$ cat src/common/cchc_pkg.sv
package cchc_pkg;

  // Register map.
  localparam logic [15:0] CCHC_HW_CTL_OFFSET = 16'h0800;

  // Field positions of the hardware control register.
  localparam int CCHC_POLICY_LSB     = 14;
  localparam int CCHC_PAUSE_BIT      = 12;
  localparam int CCHC_TIMEBASE_BIT   = 11;
  localparam int CCHC_MODE_BIT       = 10;
  localparam int CCHC_RUNNING_BIT    = 9;
  localparam int CCHC_ATTACHED_BIT   = 8;
  localparam int CCHC_CAP_LSB        = 6;
  localparam int CCHC_DETACH_THR_LSB = 3;
  localparam int CCHC_ROLE_BIT       = 2;
  localparam int CCHC_STANDALONE_BIT = 0;

  // Reset values of the software fields before the straps are taken.
  localparam logic [1:0] CCHC_POLICY_RST    = 2'h0;
  localparam logic       CCHC_PAUSE_RST     = 1'b0;
  localparam logic       CCHC_TIMEBASE_RST  = 1'b0;
  localparam logic [2:0] CCHC_DETACH_THR_RST = 3'h0;
  localparam logic [1:0] CCHC_CAP_RST       = 2'h0;

  // Short-circuit discharge policy encodings.
  localparam logic [1:0] CCHC_POLICY_AFTER_REMOVAL = 2'h2;
  localparam logic [1:0] CCHC_POLICY_REMOVAL_OR_TO = 2'h3;

  // Role strap encodings from the configuration-select pins.
  localparam logic [1:0] CCHC_STRAP_UFP = 2'h1;
  localparam logic [1:0] CCHC_STRAP_DFP = 2'h2;

  // Timing: clock period and debounce steps, in nanoseconds.
  localparam int CCHC_CLK_PERIOD_NS = 50;
  localparam int CCHC_STEP_SLOW_NS  = 1600000;
  localparam int CCHC_STEP_FAST_NS  = 100000;
  localparam int CCHC_STEP_SLOW_CYC = CCHC_STEP_SLOW_NS / CCHC_CLK_PERIOD_NS;
  localparam int CCHC_STEP_FAST_CYC = CCHC_STEP_FAST_NS / CCHC_CLK_PERIOD_NS;
  // The discharge wait equals one full threshold scan cycle.
  localparam int CCHC_DISCH_WAIT_NS  = 1600000;
  localparam int CCHC_DISCH_WAIT_CYC = CCHC_DISCH_WAIT_NS / CCHC_CLK_PERIOD_NS;

  typedef struct packed {
    logic [1:0] short_discharge_policy;
    logic       rsv13;
    logic       pause_debounce_on_message;
    logic       match_debounce_timebase;
    logic       standalone_mode;
    logic       line_debouncer_running;
    logic       attached;
    logic [1:0] current_capability;
    logic [2:0] detach_threshold;
    logic       dfp_role;
    logic       rsv1;
    logic       standalone;
  } cchc_ctl_t;

  typedef struct packed {
    logic [7:0] cc1;
    logic [7:0] cc2;
  } cchc_match_t;

endpackage : cchc_pkg

$ cat src/logic/cchc_hw_control.sv
`timescale 1ns/10ps

// Contract
// - Policy 0x: start VBUS discharge at detach without checking for a short.
// - Policy 10b: start discharge only once the short is gone.
// - Policy 11b: start discharge at short removal or wait expiry, whichever first.
// - Policy field acts only in standalone DFP operation; otherwise ignored.
// - Pause bit set: debouncer halts while a PD message is seen; clear: no pause.
// - Timebase bit picks debounce step: 1.6 ms when 0, 100 us when 1.
// - Mode bit reads 0 in companion mode, 1 in standalone mode.
// - Running bit reads 1 while the line debouncer is enabled, else 0.
// - Attached bit reads 0 when unattached and 1 when attached.
// - Capability field reflects the strapped current capability pins.
// - Writable three-bit field picks the detach threshold for standalone DFP.
// - Role bit: 0 configures UFP, 1 configures DFP.
// - Standalone bit: 0 companion operation, 1 standalone operation.
// - Standalone: logic drives attach, detach, orientation, VCONN (DFP role only) and enables debouncer.
// - Standalone bit resets to 1 when standalone is strapped, else 0.
// - Capability and detach fields reset from pins when present, else zero.
// - Role resets from straps: UFP 0, DFP 1, neither 0.
// - While unattached, match results update only after the debounce interval.
module cchc_hw_control #(
  parameter int SLOW_STEP_CYC  = cchc_pkg::CCHC_STEP_SLOW_CYC,
  parameter int FAST_STEP_CYC  = cchc_pkg::CCHC_STEP_FAST_CYC,
  parameter int DISCH_WAIT_CYC = cchc_pkg::CCHC_DISCH_WAIT_CYC,
  parameter int MATCH_W        = 8
) (
  input  wire logic               clk_sys_in,
  input  wire logic               rst_in,
  input  wire logic [15:0]        reg_addr_in,
  input  wire logic               reg_wr_in,
  input  wire logic               reg_rd_in,
  input  wire logic [15:0]        reg_wdata_in,
  output logic      [15:0]        reg_rdata_out,
  input  wire logic               strap_standalone_in,
  input  wire logic [1:0]         strap_role_in,
  input  wire logic               cap_pins_present_in,
  input  wire logic [1:0]         current_capability_pins_in,
  input  wire logic               debounce_enable_in,
  input  wire logic               pd_msg_detected_in,
  input  wire logic [7:0]         match_debounce_count_in,
  input  wire logic [MATCH_W-1:0] cc1_match_raw_in,
  input  wire logic [MATCH_W-1:0] cc2_match_raw_in,
  input  wire logic               vbus_present_in,
  input  wire logic               vbus_short_in,
  output logic [MATCH_W-1:0]      cc1_match_out,
  output logic [MATCH_W-1:0]      cc2_match_out,
  output logic                    line_debouncer_running_out,
  output logic                    standalone_out,
  output logic                    dfp_role_out,
  output logic                    attached_out,
  output logic                    orientation_out,
  output logic                    vconn_cc1_out,
  output logic                    vconn_cc2_out,
  output logic                    vbus_discharge_out
);

  ////////////////////////////////////////////////////////////////////////////////
  // Software fields and strap capture.

  logic [1:0] policy_q;
  logic       pause_q;
  logic       timebase_q;
  logic [2:0] detach_thr_q;
  logic       role_q;
  logic       standalone_q;
  logic [1:0] cap_q;
  logic       straps_taken_q;
  logic       hit_ctl;
  logic       wr_ctl;
  logic [1:0] cap_strap;
  logic       role_strap;

  assign hit_ctl   = (reg_addr_in == cchc_pkg::CCHC_HW_CTL_OFFSET);
  assign wr_ctl    = reg_wr_in && hit_ctl;
  assign cap_strap = cap_pins_present_in ? current_capability_pins_in : cchc_pkg::CCHC_CAP_RST;

  // Codes 00 and 11 name neither role and fall back to UFP.
  always_comb begin
    unique case (strap_role_in)
      cchc_pkg::CCHC_STRAP_DFP: role_strap = 1'b1;
      cchc_pkg::CCHC_STRAP_UFP: role_strap = 1'b0;
      default:                  role_strap = 1'b0;
    endcase
  end

  // Straps are sampled on the first edge after reset release, never by the reset itself.
  always_ff @(posedge clk_sys_in or posedge rst_in) begin
    if (rst_in) begin
      straps_taken_q <= 1'b0;
    end else begin
      straps_taken_q <= 1'b1;
    end
  end

  // A role write is taken even while the debouncer runs; the block does not refuse it,
  // so software has to wait for the running bit to clear before changing the role.
  always_ff @(posedge clk_sys_in or posedge rst_in) begin
    if (rst_in) begin
      standalone_q <= 1'b0;
      role_q       <= 1'b0;
      detach_thr_q <= cchc_pkg::CCHC_DETACH_THR_RST;
      cap_q        <= cchc_pkg::CCHC_CAP_RST;
    end else if (!straps_taken_q) begin
      standalone_q <= strap_standalone_in;
      role_q       <= role_strap;
      cap_q        <= cap_strap;
      detach_thr_q <= {1'b0, cap_strap};
    end else if (wr_ctl) begin
      standalone_q <= reg_wdata_in[cchc_pkg::CCHC_STANDALONE_BIT];
      role_q       <= reg_wdata_in[cchc_pkg::CCHC_ROLE_BIT];
      detach_thr_q <= reg_wdata_in[cchc_pkg::CCHC_DETACH_THR_LSB +: 3];
    end
  end

  always_ff @(posedge clk_sys_in or posedge rst_in) begin
    if (rst_in) begin
      policy_q   <= cchc_pkg::CCHC_POLICY_RST;
      pause_q    <= cchc_pkg::CCHC_PAUSE_RST;
      timebase_q <= cchc_pkg::CCHC_TIMEBASE_RST;
    end else if (wr_ctl) begin
      policy_q   <= reg_wdata_in[cchc_pkg::CCHC_POLICY_LSB +: 2];
      pause_q    <= reg_wdata_in[cchc_pkg::CCHC_PAUSE_BIT];
      timebase_q <= reg_wdata_in[cchc_pkg::CCHC_TIMEBASE_BIT];
    end
  end

  ////////////////////////////////////////////////////////////////////////////////
  // Line debouncer timebase and match filtering.

  logic        running;
  logic        paused;
  logic [15:0] step_cnt_q;
  logic [15:0] step_last;
  logic        step_tick;
  logic [7:0]  db_cnt_q;
  logic        attached_q;
  cchc_pkg::cchc_match_t raw;
  cchc_pkg::cchc_match_t stable_q;

  // Standalone operation keeps the debouncer on whatever the companion enable says.
  assign running   = standalone_q || debounce_enable_in;
  assign paused    = pause_q && pd_msg_detected_in;
  assign step_last = timebase_q ? 16'(FAST_STEP_CYC - 1) : 16'(SLOW_STEP_CYC - 1);
  assign step_tick = running && !paused && (step_cnt_q >= step_last);
  assign raw       = '{cc1: cc1_match_raw_in, cc2: cc2_match_raw_in};

  // With the pause bit set, a PD message holds the step count, so the debounce interval stretches by its length.
  always_ff @(posedge clk_sys_in or posedge rst_in) begin
    if (rst_in) begin
      step_cnt_q <= 16'h0000;
    end else if (!running || step_tick) begin
      step_cnt_q <= 16'h0000;
    end else if (!paused) begin
      step_cnt_q <= step_cnt_q + 16'h0001;
    end
  end

  // Attached-state filtering belongs to the PD debounce path, so results pass through here.
  always_ff @(posedge clk_sys_in or posedge rst_in) begin
    if (rst_in) begin
      stable_q <= '0;
      db_cnt_q <= 8'h00;
    end else if (!running) begin
      db_cnt_q <= 8'h00;
    end else if (paused) begin
      db_cnt_q <= db_cnt_q;
    end else if (raw == stable_q) begin
      db_cnt_q <= 8'h00;
    end else if (attached_q) begin
      stable_q <= raw;
      db_cnt_q <= 8'h00;
    end else if (db_cnt_q >= match_debounce_count_in) begin
      stable_q <= raw;
      db_cnt_q <= 8'h00;
    end else if (step_tick) begin
      db_cnt_q <= db_cnt_q + 8'h01;
    end
  end

  ////////////////////////////////////////////////////////////////////////////////
  // Standalone attach, detach, orientation and VCONN.

  logic open1;
  logic open2;
  logic orient_q;
  logic attach_ev;
  logic detach_ev;
  logic sa_dfp;

  // A match at the detach threshold means the line is pulled above it, i.e. open.
  assign open1  = stable_q.cc1[detach_thr_q];
  assign open2  = stable_q.cc2[detach_thr_q];
  assign sa_dfp = standalone_q && role_q;

  always_comb begin
    attach_ev = 1'b0;
    detach_ev = 1'b0;
    if (standalone_q && running) begin
      if (role_q) begin
        // A sink pulls exactly one line below the detach threshold.
        attach_ev = !attached_q && (open1 != open2);
        detach_ev = attached_q && (orient_q ? open2 : open1);
      end else begin
        // A source shows VBUS and a pull-up on at least one line.
        attach_ev = !attached_q && vbus_present_in && ((|stable_q.cc1) || (|stable_q.cc2));
        detach_ev = attached_q && !vbus_present_in;
      end
    end
  end

  always_ff @(posedge clk_sys_in or posedge rst_in) begin
    if (rst_in) begin
      attached_q <= 1'b0;
      orient_q   <= 1'b0;
    end else if (!standalone_q) begin
      attached_q <= 1'b0;
    end else if (attach_ev) begin
      attached_q <= 1'b1;
      orient_q   <= role_q ? open1 : (~|stable_q.cc1);
    end else if (detach_ev) begin
      attached_q <= 1'b0;
    end
  end

  always_ff @(posedge clk_sys_in or posedge rst_in) begin
    if (rst_in) begin
      vconn_cc1_out <= 1'b0;
      vconn_cc2_out <= 1'b0;
    end else begin
      // VCONN goes to the unused CC line of an attached standalone DFP.
      vconn_cc1_out <= sa_dfp && attached_q && !detach_ev && orient_q;
      vconn_cc2_out <= sa_dfp && attached_q && !detach_ev && !orient_q;
    end
  end

  ////////////////////////////////////////////////////////////////////////////////
  // VBUS discharge sequencing after a detach.

  typedef enum logic [1:0] {
    CCHC_DS_IDLE  = 2'b00,
    CCHC_DS_WAIT  = 2'b01,
    CCHC_DS_FIRE  = 2'b10
  } cchc_disch_state_t;

  cchc_disch_state_t ds_q;
  logic [31:0]       wait_cnt_q;
  logic              wait_done;
  logic              use_policy;

  // Outside standalone DFP operation the policy is kept for read-back but never consulted.
  assign use_policy = sa_dfp && policy_q[1];
  assign wait_done  = (wait_cnt_q >= 32'(DISCH_WAIT_CYC - 1));

  // The count saturates, so a short that never clears cannot wrap it below the wait.
  always_ff @(posedge clk_sys_in or posedge rst_in) begin
    if (rst_in) begin
      wait_cnt_q <= 32'h0000_0000;
    end else if (ds_q != CCHC_DS_WAIT) begin
      wait_cnt_q <= 32'h0000_0000;
    end else if (!wait_done) begin
      wait_cnt_q <= wait_cnt_q + 32'h0000_0001;
    end
  end

  always_ff @(posedge clk_sys_in or posedge rst_in) begin
    if (rst_in) begin
      ds_q <= CCHC_DS_IDLE;
    end else begin
      unique case (ds_q)
        CCHC_DS_IDLE: begin
          if (detach_ev) begin
            ds_q <= use_policy ? CCHC_DS_WAIT : CCHC_DS_FIRE;
          end
        end
        CCHC_DS_WAIT: begin
          if (!vbus_short_in) begin
            ds_q <= CCHC_DS_FIRE;
          end else if (policy_q == cchc_pkg::CCHC_POLICY_REMOVAL_OR_TO && wait_done) begin
            ds_q <= CCHC_DS_FIRE;
          end
        end
        CCHC_DS_FIRE: begin
          ds_q <= CCHC_DS_IDLE;
        end
        default: begin
          ds_q <= CCHC_DS_IDLE;
        end
      endcase
    end
  end

  ////////////////////////////////////////////////////////////////////////////////
  // Read-back and outputs.

  cchc_pkg::cchc_ctl_t ctl_view;

  always_comb begin
    ctl_view                           = '0;
    ctl_view.short_discharge_policy    = policy_q;
    ctl_view.pause_debounce_on_message = pause_q;
    ctl_view.match_debounce_timebase   = timebase_q;
    ctl_view.standalone_mode           = standalone_q;
    ctl_view.line_debouncer_running    = running;
    ctl_view.attached                  = attached_q;
    ctl_view.current_capability        = cap_q;
    ctl_view.detach_threshold          = detach_thr_q;
    ctl_view.dfp_role                  = role_q;
    ctl_view.standalone                = standalone_q;
    ctl_view.rsv13                     = 1'b0;
    ctl_view.rsv1                      = 1'b0;
  end

  // Unmapped reads answer zero.
  always_ff @(posedge clk_sys_in or posedge rst_in) begin
    if (rst_in) begin
      reg_rdata_out <= 16'h0000;
    end else if (reg_rd_in && hit_ctl) begin
      reg_rdata_out <= ctl_view;
    end else if (reg_rd_in) begin
      reg_rdata_out <= 16'h0000;
    end
  end

  always_ff @(posedge clk_sys_in or posedge rst_in) begin
    if (rst_in) begin
      vbus_discharge_out <= 1'b0;
    end else begin
      vbus_discharge_out <= (ds_q == CCHC_DS_FIRE);
    end
  end

  assign cc1_match_out              = stable_q.cc1;
  assign cc2_match_out              = stable_q.cc2;
  assign line_debouncer_running_out = running;
  assign standalone_out             = standalone_q;
  assign dfp_role_out               = role_q;
  assign attached_out               = attached_q;
  assign orientation_out            = orient_q;

endmodule : cchc_hw_control

$ cat config.mk
export PLATFORM = sky130hd
export DESIGN_NAME = cchc_hw_control
export DESIGN_NICKNAME = d
export VERILOG_FILES = /design/src/common/cchc_pkg.sv /design/src/logic/cchc_hw_control.sv
export SDC_FILE = /design/constraint.sdc
export NUM_CORES = 1
export LEC_CHECK = 0
export BUFFER_PORTS_ARGS = -buffer_cell sky130_fd_sc_hd__buf_2
export CAP_MARGIN = 40
export CORE_MARGIN = 2
export CORE_UTILIZATION = 41
export CTS_BUF_LIST = sky130_fd_sc_hd__clkbuf_2 sky130_fd_sc_hd__clkbuf_4 sky130_fd_sc_hd__clkbuf_8
export CTS_CLUSTER_SIZE = 24
export DETAILED_ROUTE_END_ITERATION = 12
export PLACE_DENSITY = 0.65
export SYNTH_ARGS = -nofsm -noshare
export SYNTH_HDL_FRONTEND = slang
export SYNTH_SLANG_ARGS = --single-unit
$ cat constraint.sdc
create_clock -name clk_sys_in -period 3.6 [get_ports clk_sys_in]
set_input_delay 0.72 -clock clk_sys_in [delete_from_list [all_inputs] [get_ports clk_sys_in]]
set_output_delay 0.72 -clock clk_sys_in [all_outputs]
set_load 0.05 [all_outputs]
==> flow_metrics.py <==
metrics = {
    "logic_synthesis": {
        "synth_area_sq_mm": 0.00532,
        "ys_async_sr_fraction_pct": 100,
        "yosysUniqueCellTypes": 54,
        "synthFlopType": "dfrtp_1",
        "synth_enable_flop_cells": 0,
        "synth_warnings": 0,
        "synthCells": 520,
        "ys_seq_area_share_pct": 48.9,
        "synth_seq_cells": 104,
        "avgSynthCellArea_sq_um": 10.2,
    },
    "place": {
        "place_ws_ns": 0.429,
        "portBuffers": 100,
        "post_dp_cell_area_sq_mm": 0.00602,
        "gp_congestion": 0.811,
        "dp_hpwl_um": 8630,
    },
    "final_layout": {
        "final_cell_mix": "dfrtp_1 (104), buf_2 (100), nand2_1 (45)",
        "nets": 708,
        "syn2layout_area_growth_pct": 17.2,
        "final_area_sq_mm": 0.00624,
        "final_common_cell": "dfrtp_1",
        "antenna_cells": 0,
        "drive_gt1_share_pct": 25.0,
    },
    "run_status": {
        "status": "completed",
    },
    "sta": {
        "setup_ws_ns": 0.867,
        "clock.fmax_ghz": 0.366,
        "setup_viol": 0,
        "fin_skew_ns": 0.0132,
        "tightest_slew_ns": 0.564,
        "slew_headroom_pct": 62.4,
        "min_period_over_period_pct": 75.9,
        "fin_setup_tns_ns": 0,
        "hold_violations": 0,
        "rsz0062_at_grt": "no",
        "slew_viol_final": 0,
        "period_minus_slack_ns": 2.73,
    },
    "floorplanning": {
        "die_w_um": 118,
        "start_util_pct": 42.0,
        "core_sq_mm": 0.0127,
        "io_pins": 110,
        "fp.dieH_um": 118,
        "dieArea_sq_mm": 0.0139,
        "num_rows": 41,
    },
    "critical_path": {
        "cp_max_fo": 10,
        "path_class": "in -> reg",
        "r2r_slack_ns": 0.88,
        "rr_worst_depth": 7,
        "r2r-start": "db_cnt_q[2]",
        "worstPathArrival_ns": 3.06,
        "crit_path_end": "db_cnt_q[0]",
        "worstSetupStartpointType": "input port",
        "cp-end-kind": "flop",
        "crit_path_start": "match_debounce_count_in[2]",
        "r2r-end": "db_cnt_q[0]",
        "worstPathRequired_ns": 3.92,
    },
    "global_routing": {
        "grt_pass1_wl_um": 19900,
        "grt_usage_pct": 17.5,
        "grt_overflow": 0,
        "grt_max_degree": 44,
        "first_global_vias": 4206,
        "antenna_found_initial": 1,
    },
    "power": {
        "max-vdd-ir-drop_v": 0.000657,
        "p_leak_uw": 0.00301,
        "p_per_area_mw_per_mm2": 550,
    },
    "detailed_routing": {
        "viasPerCell": 5.24,
        "routedWlPerCell_um": 14.6,
        "first_pass_iters": 4,
        "wirelength_um": 11600,
        "num_vias": 4168,
        "drtIter0Drc": 231,
        "antenna_left": 0,
        "drc": 0,
    },
    "flow_run": {
        "maxCapViolations": 0,
    },
    "cts": {
        "cts-root-buf": "clkbuf_8",
        "cts_setup_buffers": 0,
        "hold_buffers": 0,
        "clkTransAtPathRegs_ns": 0.10,
        "cts_tree": "yes",
        "clk_path_buf_depth": 2,
        "h-tree-depth": 3,
        "clock_latency_ns": 0.38,
        "cts-buffers-inserted": 9,
        "cts_resized": 0,
        "cts_sinks": 104,
    },
    "worst_hold_path": {
        "holdCritPathClass": "in -> async",
    },
}
[logic make-up after synthesis]
logic type      count (synthesis)  share of synthesized area (%)
compound gates                 80                           9.97
xor+xnor                       35                           5.76
fa+ha+maj                      19                           4.47
buf+inv                        56                           4.25
flops                         104                           48.9
mux                            35                           8.11
other cells                     2                          0.141
simple gates                  189                           18.4
[sequential cells by signal, indices dropped and copies added, names as in the netlist]
signal / flops
dfp_role_out: 1
vconn_cc1_out: 1
cc1_match_out: 8
detach_thr_q: 3
db_cnt_q: 8
attached_out: 1
policy_q: 2
ds_q: 2
pause_q: 1
step_cnt_q: 16
wait_cnt_q: 32
standalone_out: 1
vbus_discharge_out: 1
cc2_match_out: 8
vconn_cc2_out: 1
orientation_out: 1
cap_q: 2
timebase_q: 1
straps_taken_q: 1
reg_rdata_out: 13
[worst max-delay path: stages]
cell,delay [ns]
buf_2,0.08
inv_1,0.03
ha_1,0.30
a211oi_1,0.29
o21ai_0,0.17
a2111oi_2,0.52
nand3_1,0.38
and2b_1,0.38
mux2_2,0.19
[area by class of cell]
class	count	area (sq um)
Fill cell	1139	6430
Sequential cell	104	2600
Multi-Input combinational cell	361	2500
Timing Repair Buffer	107	562
Tap cell	172	215
Clock buffer	11	145
Inverter	36	138
Clock inverter	4	76.3
[worst min-delay path by stage]
stage                   startpoint             end  slack [ns]  cells after the start
detailed placement  wait_cnt_q[28]  wait_cnt_q[28]        0.47                      1
CTS                         rst_in  wait_cnt_q[31]        0.39                      2
global route                rst_in  wait_cnt_q[31]        0.42                      2
global placement    wait_cnt_q[29]  wait_cnt_q[29]        0.46                      1
finish                      rst_in  wait_cnt_q[31]        0.38                      2
floorplan           wait_cnt_q[29]  wait_cnt_q[29]        0.44                      1
[routing by layer]
layer  part of all wire, %  GRT usage (%)
met5                     0              0
met4                   1.8           7.15
met3                   5.5           4.46
met2                    48           28.8
met1                    45           21.9
[per-stage QoR]
stage | utilization [%] | total power (uW) | hold WS (ns) | cells
floorplan | - | 2330 | 0.444 | 521
global placement | 47.4 | 2600 | 0.462 | 778
detailed placement | 47.5 | 2630 | 0.471 | 780
CTS | 49.2 | 3450 | 0.386 | 795
global route | 49.2 | 3620 | 0.416 | 795
finish | 49.2 | 3430 | 0.383 | 795
[synthesized netlist by cell type (3+ instances only)]
cell type | instances | area share (%)
mux2i_1 | 6 | 1.1
and4_1 | 3 | 0.49
inv_1 | 36 | 2.5
nand2b_1 | 3 | 0.35
nand3_1 | 13 | 1.2
dfrtp_1 | 104 | 49
nand2_1 | 45 | 3.2
nor4_1 | 19 | 2.2
a22o_1 | 3 | 0.49
a21oi_1 | 13 | 1.2
mux4_2 | 4 | 1.7
nor2_1 | 37 | 2.6
buf_4 | 3 | 0.42
clkbuf_1 | 13 | 0.92
and2_1 | 18 | 2.1
and3_1 | 12 | 1.4
xnor2_1 | 10 | 1.6
or3_1 | 7 | 0.82
nor2b_1 | 7 | 0.82
nand4_1 | 8 | 0.94
nor3_1 | 6 | 0.56
mux2_2 | 25 | 5.3
buf_2 | 4 | 0.38
ha_1 | 19 | 4.5
xor2_1 | 25 | 4.1
o22ai_1 | 14 | 1.6
a21o_1 | 3 | 0.42
o21ai_0 | 24 | 2.3
[report_power, final]
group	total [uW]	leakage, uW	switching [uW]	internal [uW]
Sequential	1510	0.00140	205	1310
Clock	822	0.000109	404	418
Combinational	1100	0.00151	707	389
No activity file was read; power rests on OpenSTA's default activity.
